File: config.mk
export PLATFORM = sky130hd
export DESIGN_NAME = ira_top
export DESIGN_NICKNAME = d
export VERILOG_FILES = /design/src/core/ira_pkg.sv /design/src/core/ira_top.sv
export VERILOG_INCLUDE_DIRS = /design/src /design/src/core
export SDC_FILE = /design/constraint.sdc
export NUM_CORES = 1
export LEC_CHECK = 0
export BUFFER_PORTS_ARGS = -buffer_cell sky130_fd_sc_hd__buf_2
export CAP_MARGIN = 20
export CORE_ASPECT_RATIO = 1.4
export CORE_MARGIN = 4
export CORE_UTILIZATION = 52
export CTS_BUF_LIST = sky130_fd_sc_hd__clkbuf_4 sky130_fd_sc_hd__clkbuf_8
export CTS_CLUSTER_DIAMETER = 80
export DETAILED_ROUTE_END_ITERATION = 7
export HOLD_SLACK_MARGIN = 0.02
export MAX_ROUTING_LAYER = met4
export PLACE_DENSITY = 0.92
export SYNTH_ARGS = -nofsm -noshare
export SYNTH_HDL_FRONTEND = slang
export SYNTH_SLANG_ARGS = --single-unit
File: constraint.sdc
create_clock -name CLK -period 2.4 [get_ports CLK]
set_clock_uncertainty 0.15 [all_clocks]
set_input_delay 0.12 -clock CLK [delete_from_list [all_inputs] [get_ports CLK]]
set_output_delay 0.12 -clock CLK [all_outputs]
set_load 0.02 [all_outputs]
File: src/core/ira_defs.svh
// constants for the id rom access and version block
`ifndef IRA_DEFS_SVH
`define IRA_DEFS_SVH
// ----------------------------------------------------------------------
// register offsets
// ----------------------------------------------------------------------
`define IRA_OFS_VERSION   8'h00
`define IRA_OFS_ROM       8'h04
// ----------------------------------------------------------------------
// field positions
// ----------------------------------------------------------------------
`define IRA_BIT_PRESENT   24
`define IRA_BIT_CLEAR     31
`define IRA_BIT_GO        25
`define IRA_BYTE_HI       23
`define IRA_BYTE_LO       16
// ----------------------------------------------------------------------
// constant codes and reset values
// ----------------------------------------------------------------------
`define IRA_VER_MAJOR     8'h3c   // arbitrary value
`define IRA_VER_MINOR     8'h0a   // arbitrary value
`define IRA_ADDR_RST      8'h00
`define IRA_BYTE_RST      8'h00
// ----------------------------------------------------------------------
// timing and sizes
// ----------------------------------------------------------------------
`define IRA_SYNC_WAIT     2'h2
`define IRA_BIL_BYTES     8'h14
`endif

File: src/core/ira_pkg.sv
// types for the id rom access and version block
package ira_pkg;
    typedef enum logic [2:0] {
        IRA_BOOT = 3'b000,
        IRA_LOAD = 3'b001,
        IRA_IDLE = 3'b010,
        IRA_READ = 3'b011
    } ira_state_e;

    typedef struct packed {
        logic       req;
        logic [7:0] addr;
    } ira_romreq_s;

    typedef struct packed {
        logic       valid;
        logic [7:0] index;
        logic [7:0] data;
    } ira_bil_s;
endpackage

File: src/core/ira_top.sv
// version register and byte read port into the id eeprom
`timescale 1ns/10ps
`include "ira_defs.svh"
module ira_top
    import ira_pkg::*;
(
    input  wire logic        CLK,
    input  wire logic        RST,
    input  wire logic        REG_RD,
    input  wire logic        REG_WR,
    input  wire logic [7:0]  REG_ADDR,
    input  wire logic [31:0] REG_WDATA,
    output logic      [31:0] REG_RDATA,
    output logic             REG_RVALID,
    input  wire logic        ROM_DETECT,
    output ira_romreq_s      ROM_REQ,
    input  wire logic        ROM_ACK,
    input  wire logic [7:0]  ROM_DATA,
    output ira_bil_s         BIL_OUT,
    output logic             BIL_DONE
);
    // ------------------------------------------------------------------
    // state
    // ------------------------------------------------------------------
    logic        det_s1_ff;
    logic        det_s2_ff;
    logic        present_ff,  nxt_present;
    logic [1:0]  boot_cnt_ff, nxt_boot_cnt;
    ira_state_e  state_ff,    nxt_state;
    ira_romreq_s romreq_ff,   nxt_romreq;
    ira_bil_s    bil_ff,      nxt_bil;
    logic        bil_done_ff, nxt_bil_done;
    logic [7:0]  rom_addr_ff, nxt_rom_addr;
    logic [7:0]  rd_byte_ff,  nxt_rd_byte;
    logic        clear_ff,    nxt_clear;
    logic        go_ff,       nxt_go;
    logic [31:0] rdata_ff,    nxt_rdata;
    logic        rvalid_ff,   nxt_rvalid;
    logic [7:0]  rd_addr_ff,  nxt_rd_addr;

    // read value of one register offset
    function automatic logic [31:0] reg_value(input logic [7:0] ofs, input logic pres,
                                              input logic clr, input logic go,
                                              input logic [7:0] rb);
        logic [31:0] v;
        v = 32'h0;
        if (ofs == `IRA_OFS_VERSION) begin
            v[`IRA_BIT_PRESENT] = pres;
            v[`IRA_BYTE_HI:`IRA_BYTE_LO] = `IRA_VER_MAJOR;
            v[7:0] = `IRA_VER_MINOR;
        end else if (ofs == `IRA_OFS_ROM) begin
            v[`IRA_BIT_CLEAR] = clr;
            v[`IRA_BIT_GO] = go;
            v[`IRA_BYTE_HI:`IRA_BYTE_LO] = rb;
        end
        return v;
    endfunction

    // ------------------------------------------------------------------
    // detect pin synchroniser
    // ------------------------------------------------------------------
    always_ff @(posedge CLK or posedge RST) begin
        if (RST) begin
            det_s1_ff <= 1'b0;
            det_s2_ff <= 1'b0;
        end else begin
            det_s1_ff <= ROM_DETECT;
            det_s2_ff <= det_s1_ff;
        end
    end

    // ------------------------------------------------------------------
    // sequencer and register next values
    // ------------------------------------------------------------------
    always_comb begin
        nxt_present  = present_ff;
        nxt_boot_cnt = boot_cnt_ff;
        nxt_state    = state_ff;
        nxt_romreq   = romreq_ff;
        nxt_bil      = bil_ff;
        nxt_bil.valid = 1'b0;
        nxt_bil_done = bil_done_ff;
        nxt_rom_addr = rom_addr_ff;
        nxt_rd_byte  = rd_byte_ff;
        nxt_clear    = clear_ff;
        nxt_go       = go_ff;
        nxt_rvalid   = REG_RD;
        nxt_rd_addr  = REG_RD ? REG_ADDR : rd_addr_ff;
        nxt_rdata    = REG_RD ? reg_value(REG_ADDR, present_ff, clear_ff, go_ff, rd_byte_ff)
                              : rdata_ff;
        unique case (state_ff)
            IRA_BOOT: begin
                // wait for synchronised detect level, then sample it
                if (boot_cnt_ff == `IRA_SYNC_WAIT) begin
                    nxt_present = det_s2_ff;
                    if (det_s2_ff) begin
                        nxt_state       = IRA_LOAD;
                        nxt_romreq.req  = 1'b1;
                        nxt_romreq.addr = 8'h00;
                    end else begin
                        nxt_state    = IRA_IDLE;
                        nxt_bil_done = 1'b1;
                    end
                end else begin
                    nxt_boot_cnt = boot_cnt_ff + 2'h1;
                end
            end
            IRA_LOAD: begin
                // stream bus info bytes out as they arrive
                if (ROM_ACK) begin
                    nxt_bil.valid = 1'b1;
                    nxt_bil.index = romreq_ff.addr;
                    nxt_bil.data  = ROM_DATA;
                    if (romreq_ff.addr == `IRA_BIL_BYTES - 8'h01) begin
                        nxt_romreq.req = 1'b0;
                        nxt_state      = IRA_IDLE;
                        nxt_bil_done   = 1'b1;
                    end else begin
                        nxt_romreq.addr = romreq_ff.addr + 8'h01;
                    end
                end
            end
            IRA_IDLE: begin
                // pending clear served before a pending read
                if (clear_ff) begin
                    nxt_rom_addr = `IRA_ADDR_RST;
                    nxt_clear    = 1'b0;
                end else if (go_ff) begin
                    nxt_state       = IRA_READ;
                    nxt_romreq.req  = 1'b1;
                    nxt_romreq.addr = rom_addr_ff;
                end
            end
            IRA_READ: begin
                if (ROM_ACK) begin
                    nxt_rd_byte    = ROM_DATA;
                    nxt_go         = 1'b0;
                    nxt_rom_addr   = rom_addr_ff + 8'h01;
                    nxt_romreq.req = 1'b0;
                    nxt_state      = IRA_IDLE;
                end
            end
            default: nxt_state = IRA_IDLE;
        endcase
        // software sets win over self-clear; ignored without eeprom
        if (REG_WR && REG_ADDR == `IRA_OFS_ROM && present_ff) begin
            if (REG_WDATA[`IRA_BIT_CLEAR]) nxt_clear = 1'b1;
            if (REG_WDATA[`IRA_BIT_GO]) nxt_go = 1'b1;
        end
    end

    // registers only
    always_ff @(posedge CLK or posedge RST) begin
        if (RST) begin
            present_ff  <= 1'b0;
            boot_cnt_ff <= 2'h0;
            state_ff    <= IRA_BOOT;
            romreq_ff   <= '0;
            bil_ff      <= '0;
            bil_done_ff <= 1'b0;
            rom_addr_ff <= `IRA_ADDR_RST;
            rd_byte_ff  <= `IRA_BYTE_RST;
            clear_ff    <= 1'b0;
            go_ff       <= 1'b0;
            rdata_ff    <= 32'h0;
            rvalid_ff   <= 1'b0;
            rd_addr_ff  <= 8'h00;
        end else begin
            present_ff  <= nxt_present;
            boot_cnt_ff <= nxt_boot_cnt;
            state_ff    <= nxt_state;
            romreq_ff   <= nxt_romreq;
            bil_ff      <= nxt_bil;
            bil_done_ff <= nxt_bil_done;
            rom_addr_ff <= nxt_rom_addr;
            rd_byte_ff  <= nxt_rd_byte;
            clear_ff    <= nxt_clear;
            go_ff       <= nxt_go;
            rdata_ff    <= nxt_rdata;
            rvalid_ff   <= nxt_rvalid;
            rd_addr_ff  <= nxt_rd_addr;
        end
    end

    // output drive
    assign REG_RDATA  = rdata_ff;
    assign REG_RVALID = rvalid_ff;
    assign ROM_REQ    = romreq_ff;
    assign BIL_OUT    = bil_ff;
    assign BIL_DONE   = bil_done_ff;

    // ------------------------------------------------------------------
    // checks
    // ------------------------------------------------------------------
    a_ver_top_zero: assert property (@(posedge CLK) disable iff (RST)
        (rvalid_ff && rd_addr_ff == `IRA_OFS_VERSION) |-> rdata_ff[31:25] == 7'h0)
        else $error("version top bits not zero");
    a_ver_present: assert property (@(posedge CLK) disable iff (RST)
        (rvalid_ff && rd_addr_ff == `IRA_OFS_VERSION) |-> rdata_ff[24] == $past(present_ff))
        else $error("present flag mismatch");
    a_auto_load: assert property (@(posedge CLK) disable iff (RST)
        (state_ff == IRA_BOOT && boot_cnt_ff == `IRA_SYNC_WAIT && det_s2_ff)
        |=> state_ff == IRA_LOAD && romreq_ff.req && romreq_ff.addr == 8'h00)
        else $error("auto load not started");
    a_ver_major: assert property (@(posedge CLK) disable iff (RST)
        (rvalid_ff && rd_addr_ff == `IRA_OFS_VERSION) |-> rdata_ff[23:16] == `IRA_VER_MAJOR)
        else $error("major version wrong");
    a_ver_minor: assert property (@(posedge CLK) disable iff (RST)
        (rvalid_ff && rd_addr_ff == `IRA_OFS_VERSION) |-> rdata_ff[7:0] == `IRA_VER_MINOR)
        else $error("minor version wrong");
    a_ver_mid_zero: assert property (@(posedge CLK) disable iff (RST)
        (rvalid_ff && rd_addr_ff == `IRA_OFS_VERSION) |-> rdata_ff[15:8] == 8'h0)
        else $error("version middle byte not zero");
    a_clear_addr: assert property (@(posedge CLK) disable iff (RST)
        (state_ff == IRA_IDLE && clear_ff) |=> rom_addr_ff == 8'h00)
        else $error("address not cleared");
    a_clear_self: assert property (@(posedge CLK) disable iff (RST)
        (state_ff == IRA_IDLE && clear_ff && !REG_WR) |=> !clear_ff)
        else $error("clear bit stuck");
    a_clear_keep: assert property (@(posedge CLK) disable iff (RST)
        (state_ff == IRA_IDLE && clear_ff) |=> $stable(rd_byte_ff))
        else $error("read byte changed on clear");
    a_go_start: assert property (@(posedge CLK) disable iff (RST)
        (state_ff == IRA_IDLE && go_ff && !clear_ff)
        |=> state_ff == IRA_READ && romreq_ff.addr == $past(rom_addr_ff))
        else $error("read not started");
    a_go_hold: assert property (@(posedge CLK) disable iff (RST)
        (state_ff == IRA_READ && !ROM_ACK) |=> go_ff && state_ff == IRA_READ)
        else $error("go dropped early");
    a_byte_done: assert property (@(posedge CLK) disable iff (RST)
        (state_ff == IRA_READ && ROM_ACK)
        |=> !go_ff && rd_byte_ff == $past(ROM_DATA) && state_ff == IRA_IDLE)
        else $error("fetched byte not stored");
    a_rom_reserved_bits: assert property (@(posedge CLK) disable iff (RST)
        (rvalid_ff && rd_addr_ff == `IRA_OFS_ROM)
        |-> rdata_ff[30:26] == 5'h0 && !rdata_ff[24] && rdata_ff[15:0] == 16'h0)
        else $error("rom reserved bits not zero");
    a_addr_step: assert property (@(posedge CLK) disable iff (RST)
        (state_ff == IRA_READ && ROM_ACK) |=> rom_addr_ff == $past(rom_addr_ff) + 8'h01)
        else $error("address not advanced");
endmodule // ira_top

[Word-level counts from Yosys, hierarchy flattened]
Index checks and enable logic that the tools add are counted.
Word-level totals
  register bits: 73
  bits of input ports: 54
  output and inout port bits: 60
  word-level logic and storage cells: 97
Operators by class
  $add $sub $neg: 3
  eq/ne operators: 16
  mux-type cells: 43
  bitwise operators: 1
  reductions and logical operators: 17
Operators with widths (number)
  2-to-1 mux 9 bit: 5
  2-to-1 mux 8 bit: 5
  2-to-1 mux 17 bit: 2
  one-hot mux 8 bit (3 select lines): 1
  inequality test 2 bit (second input constant): 10
  2-to-1 mux 1 bit: 18
  2-to-1 mux 3 bit: 6
  adder 8 x 1 -> 8 bit (second input constant): 2
  one-hot mux 8 bit (2 select lines): 1
  one-hot mux 3 bit (4 select lines): 1
  == test 8 x 3 -> 1 bit (second input constant): 1
  == test 8 x 5 -> 1 bit (second input constant): 1
  zero test 8 bit: 1
  AND reduction 2 bit: 4
  AND reduction 8 bit: 1
  AND reduction 7 bit: 1
  == test 3 x 2 -> 1 bit (second input constant): 2
  AND reduction 6 bit: 1
  AND reduction 5 bit: 1
  2-to-1 mux 4 bit: 1
  one-hot mux 1 bit (4 select lines): 1
  nonzero test 2 bit: 2
  nonzero test 4 bit: 1
  == test 3 x 1 -> 1 bit (second input constant): 1
  9 further kinds: 10

[Longest topological paths before layout]
  word-level depth: 4
  depth in mapped cells: 8
  mapped depth without buffers: 6

[Worst setup path after synthesis]
No wires, ideal clock.
  path kind: flip-flop to flip-flop
  start: register state_ff[0]
  end: register romreq_ff (netlist bit ROM_REQ[7])
  library setup time: 0.139 ns
  arrival: 1.658 ns
  data required time: 2.111 ns
  setup slack: 0.453 ns
  stages on the path, launching flop included: 8
  path buffers: 1
  clock period less this slack: 1.947 ns
  cells stage by stage: dfrtp_1 -> inv_1 -> ha_1 -> nor2b_1 -> buf_2 -> a211o_1 -> a2111oi_0 -> a211oi_1
On the way
  word-level cells in the longest chain between the ends: 3
  elaborated cells on any way between the ends: 12
  those cells by class: 8 x eq/ne; 1 x mux; 3 x reduce/logical
Ends and longest elaborated chain
  from (decl): RTL line ira_top.sv:29  | ira_state_e state_ff, nxt_state;
  from (signal assigned): RTL line ira_top.sv:171  | state_ff <= nxt_state;
  == test 3 x 1 -> 1 bit, or another cell as far along: RTL line ira_top.sv:91  | unique case (state_ff)
  inequality test 2 bit (no line) or nonzero test 3 bit (tied branches)
  AND reduction 7 bit (no line)
  to (signal assigned): RTL line ira_top.sv:172  | romreq_ff <= nxt_romreq;
  to (decl): RTL line ira_top.sv:30  | ira_romreq_s romreq_ff, nxt_romreq;
Several ways; a longest one is shown, not always the timed one.
A chain may end at the register's enable or synchronous reset.

[Final worst setup path]
  start: register state_ff[0]
  end: register state_ff[0]
On the way
  word-level cells in the longest chain between the ends: 3
  elaborated cells on any way between the ends: 12
  those cells by class: 9 x eq/ne; 1 x mux; 2 x reduce/logical
Ends and longest elaborated chain (RTL line)
  == test 3 x 1 -> 1 bit, or another cell as far along: ira_top.sv:91
  inequality test 2 bit (no line)
  AND reduction 6 bit (no line)
Several ways; a longest one is shown, not always the timed one.

==> impl_metrics.csv <==
group,metric,value,unit
status,status,"finished, final reports clean",
worst_setup_path,cp_cell_sequence,"inv_1 -> ha_1 -> nor2b_1 -> a211oi_4 -> nand3_1 -> mux2i_1",
clock_network,clock_latency,0.35,ns
yosys,synth_commonest_cells,"65 x dfrtp_1, 26 x mux2_2, 20 x buf_4, 20 x inv_1, 17 x nor2_1",
final_layout,n_fill_cell,351,
final_layout,seqCellArea,1630,um^2
die,core_area,5990,um^2
global_route,antenna_found_initial,0,
clock_network,htree_num_levels,3,
worst_setup_path,cp-end-kind,"register",
detailed_routing,vias,2794,
global_route,grt_overflow,0,
clock_network,ctsRootBufferMaster,"clkbuf_8",
detailed_routing,drt_first_pass_iters,5,
yosys,yosys_warnings,0,
place,portBuffers,64,
final_layout,fin_util,0.669,
sta,tightest_slew,0.804,ns
worst_setup_path,worstPathArrival,2.32,ns
power,p_leak,2.01,nW
global_route,grt_pass1_vias,2912,
yosys,synth_area_leaders,"dfrtp_1 50%, mux2_2 9.0%, buf_4 4.6%",
run,cap_violations,0,
yosys,synth-async-reset-ratio,1.00,
sta,rsz0062_at_grt,"no",
yosys,syn_inst,304,
sta,max-slew-margin-rel,0.464,
power,power.total,0.00396,W
final_layout,drive_gt1_frac,0.320,
clock_network,cts_sinks,65,
die,core.rowCount,33,
final_layout,antenna-diode-count,0,
sta,period_share,0.922,
place,gp_congestion,0.825,
die,die_h,102,um
yosys,synth_edf_count,0,
sta,fin_crit,2.21,ns
final_layout,area_delta_synth_final,23.1,%
yosys,synth_cell_types,51,
worst_setup_path,critPathLaunchType,"register",
final_layout,nets,450,
die,dieWidth,74.9,um
worst_setup_path,cp_slowest_cell,"a211oi_4",
worst_setup_path,worst-setup-path-type,"register to register",
final_layout,multi_input_comb_area,1410,um^2
power,power.density,987,nW/um^2
yosys,yosys.area.top_type,"dfrtp_1",
detailed_routing,remaining_drc_errors,0,
clock_network,clkSlewWorstSetupHoldPaths,0.08,ns
detailed_routing,final_antenna_net_count,0,
worst_setup_path,slowest_delay,0.47,ns
global_route,track_usage,0.278,
detailed_routing,post_drt_wl_per_cell,20.3,um
die,die_area,7610,um^2
yosys,ys_seq_area_frac,0.500,
worst_setup_path,crit_family,"simple AND/OR/NAND/NOR gates",
yosys,synth_area_per_cell,10.7,um^2
yosys,netlist_area,3260,um^2
final_layout,design_area,4010,um^2
yosys,post-synth-top-count-cell,"dfrtp_1",
die,ios,114,
sta,setup-tns-final,0,ns
worst_setup_path,cp_max_fo,10,
sta,hold_slack,0.103,ns
sta,hold_viol,0,
yosys,synth_top_area_frac,0.500,
place,placed_area,3580,um^2
global_route,grt_max_degree,66,
yosys,synth_ff_type,"dfrtp_1",
die,start_util,0.544,
yosys,yosys_register_bits,65,
clock_network,cts_tree,"done",
clock_network,cts_resized,0,
clock_network,numCtsBuffers,9,
sta,setup_viol,0,
detailed_routing,routed_via_density,6.02,
place,dp_hpwl,5360,um
clock_network,clk_path_buf_depth,2,
power,ir_drop,0.873,mV
detailed_routing,drt_iter0_drc,195,
detailed_routing,wirelength,9440,um
sta,slew_viol_final,0,
worst_setup_path,worstPathRequired,2.51,ns
hold_path,min_path_type,"input port to register",
global_route,grt_pass1_wl,15100,um
worst_setup_path,cp_num_buf_inv,1,
sta,max_freq,452,MHz
flip-flops by register name, indices dropped and copies added, names as in the netlist:
signal       cells
BIL_OUT         17
REG_RDATA       12
det_s2_ff        1
present_ff       1
BIL_DONE         1
det_s1_ff        1
rd_byte_ff       8
REG_RVALID       1
ROM_REQ          9
go_ff            1
state_ff         2
boot_cnt_ff      2
rom_addr_ff      8
clear_ff         1
cell families (layout without fill, tap and decap cells):
group,count (synthesis),after routing,share of synthesized area
AO/OA/AOI/OAI,57,57,0.117
XOR/XNOR,6,6,0.0161
adder cells (fa/ha/maj),7,7,0.0269
buffers and inverters,53,125,0.0888
flip-flops,65,65,0.500
multiplexers,31,31,0.106
other,1,19,0.00115
AND/OR/NAND/NOR,84,84,0.144
worst reg2reg max path, delay by kind of cell, from the launching register on:
kind            cells  cell delay, ns
buf+inv             1            0.10
mux                 1            0.23
simple gates        2            0.52
compound gates      1            0.47
fa+ha+maj           1            0.28
flops               1            0.39
path summary, 6_finish.rpt:
path / to / startpoint / cells after the start / slack, ns
setup / recovery: state_ff[0]$_DFFE_PP0P_ / state_ff[0]$_DFFE_PP0P_ / 6 / 0.19
hold reg to reg: det_s2_ff$_DFF_PP0_ / det_s1_ff$_DFF_PP0_ / 0 / 0.22
hold / removal: REG_RDATA[22]$_DFFE_PP0P_ / REG_ADDR[6] / 5 / 0.10
setup reg to reg: state_ff[0]$_DFFE_PP0P_ / state_ff[0]$_DFFE_PP0P_ / 6 / 0.19
min in group asynchronous: BIL_OUT[8]$_DFFE_PP0P_ / RST / 4 / 0.40
max in group asynchronous: state_ff[0]$_DFFE_PP0P_ / RST / 4 / 1.17
repair_timing:
item | 4_1_cts | 5_1_grt
hold buffers | 16 | 0
endpoints found under the hold margin | 88 | 0
setup buffers | 0 | 0
where the power goes:
group	leakage [nW]	switching [W]	internal [W]
Sequential	0.848	0.000249	0.00130
Clock	0.129	0.000456	0.000776
Combinational	1.03	0.000678	0.000496
Total	2.01	0.00138	0.00257
metrics by stage:
step | instances | worst slack (ns)
finish | 464 | 0.187
CTS | 464 | 0.257
detailed placement | 432 | 0.288
global placement | 432 | 0.352
floorplan | 322 | 0.453
global route | 464 | 0.0759
layer usage:
| metal | wire, um | vias up | track usage |
|---|---|---|---|
| li1 | - | 1192 | - |
| met1 | 3310 | 1383 | 0.301 |
| met2 | 4980 | 176 | 0.454 |
| met3 | 667 | 43 | 0.0616 |
| met4 | 484 | 0 | 0.167 |
| met5 | 0 | - | - |
placed cells by master (no fill, tap or decap), drive strengths merged, types with 4 or more instances in the layout:
master / n
buf: 73
dfrtp: 65
mux2: 26
inv: 20
conb: 19
nor2: 17
nand2: 16
a21oi: 16
dlygate4sd3: 16
nand3: 16
o21ai: 15
clkbuf: 12
ha: 7
nand4: 7
nor3: 7
xnor2: 6
o2bb2ai: 5
mux2i: 5
nor2b: 4
nor4: 4
cell type report:
class                      instances  area share
timing repair buffer              89       0.137
tap                               70      0.0219
multi-input combinational        204       0.351
sequential                        65       0.406
inverter                          20      0.0187
clock inverter                     4      0.0244
clock buffer                      12      0.0412
Power figures use the tool's default switching activity.
